<file path="src/oam_pkg.sv">
// Purpose: shared types and constants for the link management sublayer
// Assumes: 25 MHz core clock, byte-wide frame streams
// Notes: frame beats carry a last marker and a management-frame mark
package oam_pkg;

	// ----------------------------------------
	// types
	// ----------------------------------------
	typedef struct packed {
		logic [7:0] data;
		logic last;
		logic mgmt;
	} beat_t;

	typedef struct packed {
		logic [15:0] flags;
		logic [7:0] code;
	} mgmt_hdr_t;

	typedef struct packed {
		logic crit_event;
		logic dying_gasp;
		logic link_fault;
	} crit_t;

	typedef enum logic [1:0] {fault_only_perm, silent_perm, only_perm_a, any_perm} perm_t;
	typedef enum logic [1:0] {pass_through, echo_back, discard_act} act_t;

	// ----------------------------------------
	// flags field layout and codes
	// ----------------------------------------
	localparam int FLG_REM_STABLE = 6;
	localparam int FLG_REM_EVAL = 5;
	localparam int FLG_LOC_STABLE = 4;
	localparam int FLG_LOC_EVAL = 3;
	localparam int FLG_LINK_FAULT = 0;
	localparam logic [1:0] STAB_EVAL_BAD = 2'h3;
	localparam logic [7:0] CODE_ONLY_PERM_A = 8'h00;
	localparam logic [1:0] IDX_FLAGS_HI = 2'h0;
	localparam logic [1:0] IDX_FLAGS_LO = 2'h1;
	localparam logic [1:0] IDX_CODE = 2'h2;

	// ----------------------------------------
	// budget and timing
	// ----------------------------------------
	localparam logic [3:0] PDU_BUDGET = 4'ha;
	localparam int CLK_KHZ = 25000;
	localparam int PDU_TIME_MS = 1000;
	localparam int LOST_LINK_TIME_MS = 5000;
	localparam int PDU_TIMER_CYC = PDU_TIME_MS * CLK_KHZ;
	localparam int LOST_LINK_CYC = LOST_LINK_TIME_MS * CLK_KHZ;

endpackage

</file>
<file path="src/two_entry_buf.sv">
// Purpose: two-entry buffer with valid/ready on both sides
// Assumes: single clock, asynchronous active-high reset
// Notes: full when two words held; in_ready_o drops then
`timescale 1ns/10ps
`default_nettype none
module two_entry_buf #(
	parameter int W = 10,
	parameter int DEPTH = 2
) (
	input wire logic core_clk_i,
	input wire logic rst_i,
	input wire logic in_valid_i,
	input wire logic [W-1:0] in_data_i,
	output logic in_ready_o,
	output logic out_valid_o,
	output logic [W-1:0] out_data_o,
	input wire logic out_ready_i
);
	logic [W-1:0] mem_reg [DEPTH];
	logic wr_ptr_reg;
	logic rd_ptr_reg;
	logic [1:0] count_reg;
	logic push;
	logic pop;

	assign in_ready_o = (count_reg != 2'(DEPTH));
	assign out_valid_o = (count_reg != 2'h0);
	assign out_data_o = mem_reg[rd_ptr_reg];
	assign push = in_valid_i && in_ready_o;
	assign pop = out_valid_o && out_ready_i;

	always_ff @(posedge core_clk_i) begin
		if (push) begin
			mem_reg[wr_ptr_reg] <= in_data_i;
		end
	end

	always_ff @(posedge core_clk_i or posedge rst_i) begin
		if (rst_i) begin
			wr_ptr_reg <= 1'b0;
			rd_ptr_reg <= 1'b0;
			count_reg <= 2'h0;
		end else begin
			if (push) begin
				wr_ptr_reg <= ~wr_ptr_reg;
			end
			if (pop) begin
				rd_ptr_reg <= ~rd_ptr_reg;
			end
			count_reg <= count_reg + 2'(push) - 2'(pop);
		end
	end
endmodule
`default_nettype wire

</file>
<file path="src/link_oam_ctrl.sv">
// Purpose: link management sublayer: discovery flags, transmit, mux, parser
// Assumes: byte streams with last marker; inputs synchronous to core_clk_i
// Notes: management frames carry flags (2 bytes) then code (1 byte)
`timescale 1ns/10ps
`default_nettype none
module link_oam_ctrl
	import oam_pkg::*;
#(
	parameter int PDU_TIMER_CYCLES = oam_pkg::PDU_TIMER_CYC,
	parameter int LOST_LINK_CYCLES = oam_pkg::LOST_LINK_CYC
) (
	input wire logic core_clk_i,
	input wire logic rst_i,
	input wire logic discovery_start_i,
	input wire logic client_sat_i,
	input wire logic client_unsat_i,
	input wire logic perm_load_i,
	input wire oam_pkg::perm_t perm_cfg_i,
	input wire logic unidir_i,
	input wire logic link_ok_i,
	input wire oam_pkg::act_t mux_act_i,
	input wire oam_pkg::act_t par_act_i,
	input wire logic oam_req_valid_i,
	input wire oam_pkg::mgmt_hdr_t oam_req_i,
	output logic oam_req_ready_o,
	input wire oam_pkg::crit_t crit_req_i,
	output logic crit_taken_o,
	input wire logic client_tx_valid_i,
	input wire oam_pkg::beat_t client_tx_i,
	output logic client_tx_ready_o,
	output logic mac_tx_valid_o,
	output oam_pkg::beat_t mac_tx_o,
	input wire logic mac_tx_ready_i,
	input wire logic mac_rx_valid_i,
	input wire oam_pkg::beat_t mac_rx_i,
	output logic mac_rx_ready_o,
	output logic client_rx_valid_o,
	output oam_pkg::beat_t client_rx_o,
	input wire logic client_rx_ready_i,
	output logic oam_ind_o,
	output oam_pkg::mgmt_hdr_t oam_ind_hdr_o,
	output logic lost_link_o,
	output logic local_stable_o,
	output logic local_eval_o,
	output oam_pkg::perm_t perm_o,
	output logic [3:0] budget_o
);
	import oam_pkg::*;

	typedef enum {TX_RESET, TX_WAIT, TX_SEND, TX_DEC} tx_state_t;
	typedef enum {MX_WAIT, MX_CHECK, MX_OAM, MX_FRAME, MX_DROP} mx_state_t;
	typedef enum {PS_WAIT, PS_CLASSIFY, PS_MGMT, PS_FWD, PS_ECHO, PS_DROP} ps_state_t;

	// ----------------------------------------
	// discovery status flags
	// ----------------------------------------
	logic loc_stable_reg;
	logic loc_eval_reg;
	logic rem_stable_reg;
	logic rem_eval_reg;
	logic rem_valid_reg;
	perm_t perm_reg;
	logic [15:0] base_flags;

	always_ff @(posedge core_clk_i or posedge rst_i) begin
		if (rst_i) begin
			loc_stable_reg <= 1'b0;
			loc_eval_reg <= 1'b1;
		end else if (discovery_start_i) begin
			loc_stable_reg <= 1'b0;
			loc_eval_reg <= 1'b1;
		end else if (client_unsat_i) begin
			loc_stable_reg <= 1'b0;
			loc_eval_reg <= 1'b0;
		end else if (client_sat_i) begin
			loc_stable_reg <= 1'b1;
			loc_eval_reg <= 1'b0;
		end
	end

	always_ff @(posedge core_clk_i or posedge rst_i) begin
		if (rst_i) begin
			perm_reg <= silent_perm;
		end else if (perm_load_i) begin
			perm_reg <= perm_cfg_i;
		end else if ({loc_stable_reg, loc_eval_reg, rem_stable_reg, rem_eval_reg} == 4'ha) begin
			perm_reg <= any_perm;
		end
	end

	always_comb begin
		base_flags = '0;
		base_flags[FLG_LOC_STABLE] = loc_stable_reg;
		base_flags[FLG_LOC_EVAL] = loc_eval_reg;
		base_flags[FLG_REM_STABLE] = rem_valid_reg & rem_stable_reg;
		base_flags[FLG_REM_EVAL] = rem_valid_reg & rem_eval_reg;
		base_flags[FLG_LINK_FAULT] = (perm_reg == fault_only_perm);
	end

	// ----------------------------------------
	// transmit controller
	// ----------------------------------------
	tx_state_t tx_state_reg;
	logic [31:0] pdu_tmr_reg;
	logic pdu_exp_reg;
	logic sent_reg;
	logic [3:0] budget_reg;
	logic mgmt_pend_reg;
	logic mgmt_crit_reg;
	mgmt_hdr_t mgmt_hdr_reg;
	logic mgmt_take;
	logic crit_req;
	logic norm_valid;
	logic crit_valid;
	logic tx_idle_send;

	assign crit_req = |crit_req_i;
	assign norm_valid = oam_req_valid_i && !crit_req && budget_reg != 4'h0 &&
		(perm_reg == any_perm || (perm_reg == only_perm_a && oam_req_i.code == CODE_ONLY_PERM_A));
	assign crit_valid = crit_req && perm_reg == any_perm;
	assign tx_idle_send = pdu_exp_reg && !sent_reg && perm_reg != silent_perm;
	assign oam_req_ready_o = tx_state_reg == TX_WAIT && !crit_valid && norm_valid;
	assign crit_taken_o = tx_state_reg == TX_WAIT && crit_valid;
	assign budget_o = budget_reg;

	always_ff @(posedge core_clk_i or posedge rst_i) begin
		if (rst_i) begin
			pdu_tmr_reg <= '0;
			pdu_exp_reg <= 1'b0;
		end else if (tx_state_reg == TX_RESET) begin
			pdu_tmr_reg <= '0;
			pdu_exp_reg <= 1'b0;
		end else if (pdu_tmr_reg == 32'(PDU_TIMER_CYCLES - 1)) begin
			pdu_exp_reg <= 1'b1;
		end else begin
			pdu_tmr_reg <= pdu_tmr_reg + 32'h1;
		end
	end

	always_ff @(posedge core_clk_i or posedge rst_i) begin
		if (rst_i) begin
			tx_state_reg <= TX_RESET;
			budget_reg <= PDU_BUDGET;
			sent_reg <= 1'b0;
			mgmt_pend_reg <= 1'b0;
			mgmt_crit_reg <= 1'b0;
			mgmt_hdr_reg <= '0;
		end else begin
			unique case (tx_state_reg)
				TX_RESET: begin
					budget_reg <= PDU_BUDGET;
					sent_reg <= 1'b0;
					tx_state_reg <= TX_WAIT;
				end
				TX_WAIT: begin
					if (crit_valid) begin
						mgmt_hdr_reg <= '{flags: base_flags | 16'(crit_req_i), code: CODE_ONLY_PERM_A};
						mgmt_crit_reg <= 1'b1;
						mgmt_pend_reg <= 1'b1;
						tx_state_reg <= TX_SEND;
					end else if (norm_valid) begin
						mgmt_hdr_reg <= '{flags: base_flags, code: oam_req_i.code};
						mgmt_crit_reg <= 1'b0;
						mgmt_pend_reg <= 1'b1;
						tx_state_reg <= TX_SEND;
					end else if (tx_idle_send) begin
						mgmt_hdr_reg <= '{flags: base_flags, code: CODE_ONLY_PERM_A};
						mgmt_crit_reg <= 1'b1;
						mgmt_pend_reg <= 1'b1;
						tx_state_reg <= TX_SEND;
					end else if (pdu_exp_reg) begin
						tx_state_reg <= TX_RESET;
					end
				end
				TX_SEND: begin
					if (mgmt_take) begin
						mgmt_pend_reg <= 1'b0;
						sent_reg <= 1'b1;
						if (!mgmt_crit_reg) begin
							tx_state_reg <= TX_DEC;
						end else if (pdu_exp_reg) begin
							tx_state_reg <= TX_RESET;
						end else begin
							tx_state_reg <= TX_WAIT;
						end
					end
				end
				TX_DEC: begin
					budget_reg <= budget_reg - 4'h1;
					tx_state_reg <= pdu_exp_reg ? TX_RESET : TX_WAIT;
				end
			endcase
		end
	end

	// ----------------------------------------
	// multiplexer
	// ----------------------------------------
	mx_state_t mx_state_reg;
	logic src_echo_reg;
	logic [1:0] oam_idx_reg;
	beat_t tx_out_reg;
	logic tx_out_valid_reg;
	logic can_load;
	logic echo_valid;
	beat_t echo_beat;
	logic echo_ready;
	logic src_valid;
	beat_t src_beat;
	logic src_take;
	beat_t oam_beat;

	assign can_load = !tx_out_valid_reg || mac_tx_ready_i;
	assign mac_tx_valid_o = tx_out_valid_reg;
	assign mac_tx_o = tx_out_reg;
	assign src_valid = src_echo_reg ? echo_valid : client_tx_valid_i;
	assign src_beat = src_echo_reg ? echo_beat : client_tx_i;
	assign src_take = src_valid && ((mx_state_reg == MX_FRAME && can_load) ||
		mx_state_reg == MX_DROP);
	assign client_tx_ready_o = src_take && !src_echo_reg;
	assign echo_ready = src_take && src_echo_reg;
	assign mgmt_take = mx_state_reg == MX_OAM && can_load && oam_idx_reg == IDX_CODE;

	always_comb begin
		oam_beat = '{data: mgmt_hdr_reg.code, last: 1'b1, mgmt: 1'b1};
		if (oam_idx_reg == IDX_FLAGS_HI) begin
			oam_beat = '{data: mgmt_hdr_reg.flags[15:8], last: 1'b0, mgmt: 1'b1};
		end else if (oam_idx_reg == IDX_FLAGS_LO) begin
			oam_beat = '{data: mgmt_hdr_reg.flags[7:0], last: 1'b0, mgmt: 1'b1};
		end
	end

	always_ff @(posedge core_clk_i or posedge rst_i) begin
		if (rst_i) begin
			tx_out_reg <= '0;
			tx_out_valid_reg <= 1'b0;
		end else if (can_load) begin
			tx_out_valid_reg <= 1'b0;
			if (mx_state_reg == MX_OAM) begin
				tx_out_reg <= oam_beat;
				tx_out_valid_reg <= 1'b1;
			end else if (mx_state_reg == MX_FRAME && src_valid) begin
				tx_out_reg <= src_beat;
				tx_out_valid_reg <= 1'b1;
			end
		end
	end

	always_ff @(posedge core_clk_i or posedge rst_i) begin
		if (rst_i) begin
			mx_state_reg <= MX_WAIT;
			src_echo_reg <= 1'b0;
			oam_idx_reg <= IDX_FLAGS_HI;
		end else begin
			unique case (mx_state_reg)
				MX_WAIT: begin
					oam_idx_reg <= IDX_FLAGS_HI;
					if (mgmt_pend_reg) begin
						mx_state_reg <= MX_OAM;
					end else if (client_tx_valid_i && mux_act_i == pass_through) begin
						src_echo_reg <= 1'b0;
						mx_state_reg <= MX_CHECK;
					end else if (echo_valid) begin
						src_echo_reg <= 1'b1;
						mx_state_reg <= MX_CHECK;
					end
				end
				MX_CHECK: begin
					mx_state_reg <= (!unidir_i || link_ok_i) ? MX_FRAME : MX_DROP;
				end
				MX_OAM: begin
					if (can_load) begin
						oam_idx_reg <= oam_idx_reg + 2'h1;
						if (oam_idx_reg == IDX_CODE) begin
							mx_state_reg <= MX_WAIT;
						end
					end
				end
				MX_FRAME, MX_DROP: begin
					// the frame runs to its last beat before anything else goes
					if (src_take && src_beat.last) begin
						mx_state_reg <= MX_WAIT;
					end
				end
			endcase
		end
	end

	// ----------------------------------------
	// parser
	// ----------------------------------------
	ps_state_t ps_state_reg;
	logic [1:0] rx_idx_reg;
	mgmt_hdr_t rx_hdr_reg;
	logic rx_take;
	logic rx_rdy;
	logic echo_in_ready;
	beat_t rx_out_reg;
	logic rx_out_valid_reg;
	logic rx_can_load;
	logic ind_reg;
	mgmt_hdr_t ind_hdr_reg;
	logic [31:0] lost_tmr_reg;
	logic lost_reg;
	logic restart_lost;
	mgmt_hdr_t rx_hdr_next;

	assign rx_can_load = !rx_out_valid_reg || client_rx_ready_i;
	always_comb begin
		unique case (ps_state_reg)
			PS_MGMT, PS_DROP: rx_rdy = 1'b1;
			PS_FWD: rx_rdy = rx_can_load;
			PS_ECHO: rx_rdy = echo_in_ready;
			default: rx_rdy = 1'b0;
		endcase
	end
	assign mac_rx_ready_o = rx_rdy;
	assign rx_take = mac_rx_valid_i && rx_rdy;
	assign client_rx_valid_o = rx_out_valid_reg;
	assign client_rx_o = rx_out_reg;
	assign oam_ind_o = ind_reg;
	assign oam_ind_hdr_o = ind_hdr_reg;
	assign lost_link_o = lost_reg;
	assign local_stable_o = loc_stable_reg;
	assign local_eval_o = loc_eval_reg;
	assign perm_o = perm_reg;
	assign restart_lost = rx_take && ps_state_reg == PS_MGMT && mac_rx_i.last;

	always_comb begin
		rx_hdr_next = rx_hdr_reg;
		if (rx_idx_reg == IDX_FLAGS_HI) begin
			rx_hdr_next.flags[15:8] = mac_rx_i.data;
		end else if (rx_idx_reg == IDX_FLAGS_LO) begin
			rx_hdr_next.flags[7:0] = mac_rx_i.data;
		end else if (rx_idx_reg == IDX_CODE) begin
			rx_hdr_next.code = mac_rx_i.data;
		end
	end

	two_entry_buf #(.W($bits(beat_t)), .DEPTH(2)) u_echo_buf (
		.core_clk_i(core_clk_i),
		.rst_i(rst_i),
		.in_valid_i(mac_rx_valid_i && ps_state_reg == PS_ECHO),
		.in_data_i(mac_rx_i & ~beat_t'(1)),
		.in_ready_o(echo_in_ready),
		.out_valid_o(echo_valid),
		.out_data_o(echo_beat),
		.out_ready_i(echo_ready)
	);

	always_ff @(posedge core_clk_i or posedge rst_i) begin
		if (rst_i) begin
			rx_out_reg <= '0;
			rx_out_valid_reg <= 1'b0;
		end else if (rx_can_load) begin
			rx_out_valid_reg <= rx_take && ps_state_reg == PS_FWD;
			if (rx_take && ps_state_reg == PS_FWD) begin
				rx_out_reg <= mac_rx_i;
			end
		end
	end

	always_ff @(posedge core_clk_i or posedge rst_i) begin
		if (rst_i) begin
			ps_state_reg <= PS_WAIT;
			rx_idx_reg <= IDX_FLAGS_HI;
			rx_hdr_reg <= '0;
			ind_reg <= 1'b0;
			ind_hdr_reg <= '0;
		end else begin
			ind_reg <= 1'b0;
			unique case (ps_state_reg)
				PS_WAIT: begin
					rx_idx_reg <= IDX_FLAGS_HI;
					rx_hdr_reg <= '0;
					if (mac_rx_valid_i) begin
						ps_state_reg <= PS_CLASSIFY;
					end
				end
				PS_CLASSIFY: begin
					if (mac_rx_i.mgmt) begin
						ps_state_reg <= PS_MGMT;
					end else if (par_act_i == pass_through) begin
						ps_state_reg <= PS_FWD;
					end else if (par_act_i == echo_back) begin
						ps_state_reg <= PS_ECHO;
					end else begin
						ps_state_reg <= PS_DROP;
					end
				end
				PS_MGMT: begin
					if (rx_take) begin
						rx_hdr_reg <= rx_hdr_next;
						if (rx_idx_reg != IDX_CODE + 2'h1) begin
							rx_idx_reg <= rx_idx_reg + 2'h1;
						end
						if (mac_rx_i.last) begin
							ind_reg <= perm_reg == any_perm || rx_hdr_next.code == CODE_ONLY_PERM_A;
							ind_hdr_reg <= rx_hdr_next;
							ps_state_reg <= PS_WAIT;
						end
					end
				end
				PS_FWD, PS_ECHO, PS_DROP: begin
					if (rx_take && mac_rx_i.last) begin
						ps_state_reg <= PS_WAIT;
					end
				end
			endcase
		end
	end

	// remote discovery status kept from received information frames
	always_ff @(posedge core_clk_i or posedge rst_i) begin
		if (rst_i) begin
			rem_stable_reg <= 1'b0;
			rem_eval_reg <= 1'b0;
			rem_valid_reg <= 1'b0;
		end else if (restart_lost && rx_hdr_next.code == CODE_ONLY_PERM_A &&
			rx_hdr_next.flags[FLG_LOC_STABLE:FLG_LOC_EVAL] != STAB_EVAL_BAD) begin
			rem_stable_reg <= rx_hdr_next.flags[FLG_LOC_STABLE];
			rem_eval_reg <= rx_hdr_next.flags[FLG_LOC_EVAL];
			rem_valid_reg <= 1'b1;
		end else if (discovery_start_i || lost_reg) begin
			rem_valid_reg <= 1'b0;
			rem_stable_reg <= 1'b0;
			rem_eval_reg <= 1'b0;
		end
	end

	always_ff @(posedge core_clk_i or posedge rst_i) begin
		if (rst_i) begin
			lost_tmr_reg <= '0;
			lost_reg <= 1'b0;
		end else if (restart_lost) begin
			lost_tmr_reg <= '0;
			lost_reg <= 1'b0;
		end else if (lost_tmr_reg == 32'(LOST_LINK_CYCLES - 1)) begin
			lost_tmr_reg <= '0;
			lost_reg <= 1'b1;
		end else begin
			lost_tmr_reg <= lost_tmr_reg + 32'h1;
			lost_reg <= 1'b0;
		end
	end
endmodule
`default_nettype wire

</file>
<file path="config.mk">
export PLATFORM = sky130hd
export DESIGN_NAME = link_oam_ctrl
export DESIGN_NICKNAME = d
export VERILOG_FILES = /design/src/oam_pkg.sv /design/src/two_entry_buf.sv /design/src/link_oam_ctrl.sv
export SDC_FILE = /design/constraint.sdc
export NUM_CORES = 1
export LEC_CHECK = 0
export ABC_CLOCK_PERIOD_IN_PS = 6960
export BUFFER_PORTS_ARGS = -buffer_cell sky130_fd_sc_hd__buf_2
export CELL_PAD_IN_SITES_DETAIL_PLACEMENT = 0
export CELL_PAD_IN_SITES_GLOBAL_PLACEMENT = 1
export CORE_AREA = 2 2 150 152
export DETAILED_ROUTE_END_ITERATION = 10
export DIE_AREA = 0 0 152 154
export GPL_TIMING_DRIVEN = 0
export PLACE_DENSITY_LB_ADDON = 0.1
export SLEW_MARGIN = 10
export SYNTH_ARGS = -nofsm -noshare
export SYNTH_HDL_FRONTEND = slang
export SYNTH_SLANG_ARGS = --single-unit
</file>
<file path="constraint.sdc">
create_clock -name core_clk_i -period 6.96 [get_ports core_clk_i]
set_input_delay 0.348 -clock core_clk_i [delete_from_list [all_inputs] [get_ports core_clk_i]]
set_output_delay 0.348 -clock core_clk_i [all_outputs]
set_load 0.005 [all_outputs]
</file>
==> report_table.html <==
<table>
<tr><th>Metric</th><th>Value</th></tr>
<tr><th colspan="2">Logic synthesis</th></tr>
<tr><td>Count of flip-flops with a built-in enable after synthesis</td><td>18</td></tr>
<tr><td>Seq cells post-synth</td><td>~200</td></tr>
<tr><td>Flip-flop cell with the highest count after synthesis</td><td>sky130_fd_sc_hd__dfrtp_1</td></tr>
<tr><td>Yosys synthesis warning count</td><td>0</td></tr>
<tr><td>Average cell area after synthesis</td><td>roughly 10 um^2</td></tr>
<tr><td>Post-synth design cell area</td><td>around 0.0096 mm^2</td></tr>
<tr><td>Number of distinct standard cells referenced by the synthesized netlist</td><td>60</td></tr>
<tr><td>Post-synth ARST share</td><td>about 91%</td></tr>
<tr><td>Nets in the synthesized netlist</td><td>just over 1000</td></tr>
<tr><td>Post-synthesis sequential area ratio</td><td>a little over half</td></tr>
<tr><td>Gate count after technology mapping</td><td>between 900 and 1000</td></tr>
<tr><th colspan="2">Floorplanning</th></tr>
<tr><td>FP Rows</td><td>54</td></tr>
<tr><td>CORE AREA</td><td>between 0.02 and 0.025 mm^2</td></tr>
<tr><td>Starting density of the core</td><td>approximately 44%</td></tr>
<tr><td>Num ports</td><td>126</td></tr>
<tr><td>DIE HEIGHT</td><td>between 150 and 200 um</td></tr>
<tr><td>Die Width</td><td>approximately 150 um</td></tr>
<tr><td>Total die area</td><td>between 0.02 and 0.025 mm^2</td></tr>
<tr><th colspan="2">Routing</th></tr>
<tr><td>Starting DRC count in detailed routing</td><td>between 300 and 400</td></tr>
<tr><td>First-pass iteration count of the detailed router</td><td>5</td></tr>
<tr><td>Remaining antenna violation count after routing</td><td>0</td></tr>
<tr><td>Number of vias per cell</td><td>roughly 5.3</td></tr>
<tr><td>Routed wirelength normalized by instance count</td><td>around 17 um</td></tr>
<tr><td>Post-detailed-routing wire length</td><td>about 23000 um</td></tr>
<tr><td>Vias post-DR</td><td>7210</td></tr>
<tr><td>Residual DRC count</td><td>0</td></tr>
<tr><th colspan="2">Clock network</th></tr>
<tr><td>Skew-Pair Late Insertion Delay</td><td>just over 500 ps</td></tr>
<tr><td>CTS max path bufs</td><td>3</td></tr>
<tr><td>H-tree level count</td><td>1</td></tr>
<tr><td>Cell chosen for the clock root</td><td>sky130_fd_sc_hd__clkbuf_16</td></tr>
<tr><td>Clock buffer count from CTS</td><td>23</td></tr>
<tr><td>Clock slew at the register clock pins of the worst setup and hold paths</td><td>60 ps</td></tr>
<tr><td>Resized cells post-CTS</td><td>0</td></tr>
<tr><td>Post-CTS Setup Repair Bufs</td><td>0</td></tr>
<tr><td>Clock sink count</td><td>between 200 and 250</td></tr>
<tr><td>CTS tree</td><td>built</td></tr>
<tr><th colspan="2">STA</th></tr>
<tr><td>Rel. slew slack</td><td>around 29%</td></tr>
<tr><td>Crit path time final</td><td>2790 ps</td></tr>
<tr><td>Final number of hold-violating endpoints</td><td>25</td></tr>
<tr><td>Tightest Pin Transition</td><td>between 1000 and 1500 ps</td></tr>
<tr><td>Share of the cycle needed by the critical path after routing</td><td>40.1%</td></tr>
<tr><td>Slew Limit Fails</td><td>0</td></tr>
<tr><td>Final worst clock skew</td><td>15.2 ps</td></tr>
<tr><td>RSZ-0062 raised after global routing</td><td>no</td></tr>
<tr><td>Worst hold slack</td><td>-15.0 ps</td></tr>
<tr><td>Sum of negative setup slack</td><td>0 ps</td></tr>
<tr><td>Endpoints failing setup</td><td>0</td></tr>
<tr><td>Maximum operating frequency</td><td>approximately 360 MHz</td></tr>
<tr><th colspan="2">GRT</th></tr>
<tr><td>Initial antenna violation count</td><td>0</td></tr>
<tr><td>Largest net degree at the start of global routing</td><td>106</td></tr>
<tr><td>Via count of the first global-routing pass</td><td>approximately 7300</td></tr>
<tr><td>Combined global-route utilization of all metal layers</td><td>between 10% and 20%</td></tr>
<tr><td>Global-route wire length before repair</td><td>approximately 38000 um</td></tr>
<tr><td>Remaining global-route overflow</td><td>0</td></tr>
<tr><th colspan="2">Pwr</th></tr>
<tr><td>Power per unit of standard cell area</td><td>between 300 and 400 mW/mm^2</td></tr>
<tr><td>Part of the power in combinational logic</td><td>between 20% and 30%</td></tr>
<tr><td>Leakage power total</td><td>between 5 and 6 nW</td></tr>
<tr><td>Cell-internal power</td><td>roughly 2.6 mW</td></tr>
<tr><td>Total net switching power</td><td>1.24 mW</td></tr>
<tr><td>IR Drop Worst-Case VDD</td><td>between 0.2 and 0.25 mV</td></tr>
<tr><td>Switching power share of the total</td><td>roughly 32%</td></tr>
<tr><td>Part of the power in the clock network</td><td>about a third</td></tr>
<tr><td>Share of total power in sequential cells</td><td>around two fifths</td></tr>
<tr><th colspan="2">Cells and area</th></tr>
<tr><td>Final net count</td><td>between 1000 and 1500</td></tr>
<tr><td>Layout cell share with drive strength beyond 1</td><td>17.2%</td></tr>
<tr><td># diodes</td><td>0</td></tr>
<tr><td>P&amp;R area growth vs syn</td><td>17.8%</td></tr>
<tr><td>Fin cells</td><td>1365</td></tr>
<tr><th colspan="2">Worst setup path</th></tr>
<tr><td>Classification of the worst setup path</td><td>reg2out</td></tr>
<tr><td>Startpoint type of the worst setup path</td><td>flip-flop</td></tr>
<tr><td>Cell depth of the worst flop-to-flop path</td><td>7</td></tr>
<tr><td>Arrival time of the worst setup path</td><td>~2500 ps</td></tr>
<tr><td>Capturing element type of the critical path</td><td>primary output</td></tr>
<tr><td>Maximum fanout count along the critical path</td><td>10</td></tr>
<tr><td>Worst R2R Start</td><td>rx_idx_reg[0]$_DFFE_PP0P_</td></tr>
<tr><td>Required @ worst endpoint</td><td>between 6000 and 7000 ps</td></tr>
<tr><td>Reg-to-reg setup timing slack</td><td>approximately 4600 ps</td></tr>
<tr><td>Endpoint of the most critical register-to-register path</td><td>rem_stable_reg$_DFFE_PP0P_</td></tr>
<tr><th colspan="2">Placement</th></tr>
<tr><td>Post-detail-place hpwl</td><td>16100 um</td></tr>
<tr><td>Placed Cells</td><td>between 1000 and 1500</td></tr>
<tr><td>Total of buffers placed on input and output ports</td><td>about 110</td></tr>
<tr><td>Routability cong.</td><td>approximately 0.84</td></tr>
<tr><th colspan="2">Outcome</th></tr>
<tr><td>Violated checks</td><td>negative hold slack</td></tr>
<tr><td>Result of the run</td><td>finished with violations</td></tr>
<tr><th colspan="2">Job</th></tr>
<tr><td>Count of max-cap constraint violations</td><td>0</td></tr>
<tr><th colspan="2">Worst hold path</th></tr>
<tr><td>Tightest Hold Check Type</td><td>in2async</td></tr>
</table>
[stage by stage]
step	worst slack (ps)	total power [mW]	cell area (um^2)	util (%)
floorplan	1650	2.25	9600	-
global placement	-714	2.60	10500	48.4
detailed placement	4400	2.61	10500	48.6
CTS	4140	3.87	11300	52.2
global route	4060	4.07	11300	52.2
finish	4170	3.83	11300	52.2
[layout by cell type, fill, tap and decap left out, drive strengths merged, types with 7 or more instances in the layout]
cell,n
nor4,18
a31oi,8
buf,125
clkinv,8
ha,17
nand2,84
nor2b,7
xor2,39
and3,11
xnor2,20
nand3,25
mux2i,45
nor2,109
and2,11
dfrtp,179
nand4,26
o21ai,43
inv,31
clkbuf,66
nor3,25
edfxtp,18
mux2,18
a21oi,46
a22o,33
[repair_timing]
item	in CTS	in global routing
hold buffers	1	0
endpoints found under the hold margin	1	0
endpoints found under the setup margin	0	0
[worst max-delay path, stage by stage (launching register included)]
cell and delay, ps:
sky130_fd_sc_hd__dfstp_2 540, sky130_fd_sc_hd__inv_1 70, sky130_fd_sc_hd__ha_1 200, sky130_fd_sc_hd__a21oi_1 120
sky130_fd_sc_hd__and3_1 240, sky130_fd_sc_hd__o211a_1 160, sky130_fd_sc_hd__clkbuf_1 400, sky130_fd_sc_hd__buf_2 210
[cell families after synthesis]
group	after synthesis	synth area share, %
flops	201	53.4
compound gates	162	10.9
simple gates	348	18.0
xor+xnor	59	5.38
mux	63	6.80
buf+inv	84	3.36
fa+ha+maj	17	2.21
[final cells by class]
class	instances	area, um^2
clock buffers	28	614
plain buffers	54	210
well taps	280	350
inverters	30	120
multi-input cells	649	4160
clock inverters	13	163
fillers	1973	10400
flip-flops and latches	201	5120
repair buffers	110	578
[Yosys cell counts (all sizes together) (8+ instances only)]
library cell,number,area share [%]
a21oi,46,2.4
a22o,33,3.0
a31oi,8,0.52
and2,11,0.72
and3,11,0.72
buf,16,0.70
clkbuf,38,1.5
dfrtp,179,47
edfxtp,18,5.6
ha,17,2.2
inv,30,1.2
mux2,18,2.1
mux2i,45,4.7
nand2,84,3.3
nand3,25,1.3
nand4,26,1.9
nor2,109,4.3
nor3,25,1.4
nor4,18,1.4
o21ai,43,2.2
xnor2,20,1.8
xor2,39,3.6
[worst max path at each step]
stage / start / end / slack (ps) / cells after the start
floorplan: rst_i / budget_o[0]$_DFFE_PP0P_ / 1650 / 1
global placement: rst_i / client_rx_o[1]$_DFFE_PP0P_ / -710 / 2
detailed placement: mac_rx_valid_i / lost_tmr_reg[26]$_DFF_PP0_ / 4400 / 6
CTS: budget_o[1]$_DFFE_PP1P_ / oam_req_ready_o / 4140 / 7
global route: budget_o[1]$_DFFE_PP1P_ / oam_req_ready_o / 4060 / 7
finish: budget_o[1]$_DFFE_PP1P_ / oam_req_ready_o / 4170 / 7
[routing by layer]
| metal | vias to the layer above | part of all wire, % | global-route usage [%] |
|---|---|---|---|
| li1 | 3543 | - | - |
| met1 | 3490 | 50 | 29.2 |
| met2 | 143 | 45 | 31.6 |
| met3 | 34 | 4.1 | 3.07 |
| met4 | 0 | 1.6 | 4.41 |
| met5 | - | 0 | 0 |
[power groups by stage]
stage	sequential (mW)	clock (mW)	combinational (mW)
after detailed placement	1.56	0	1.05
after CTS	1.54	1.28	1.05
after floorplan	1.54	0	0.707
final	1.54	1.25	1.04
after global routing	1.57	1.32	1.18
after global placement	1.56	0	1.04
(Power assumes the default switching activity.)
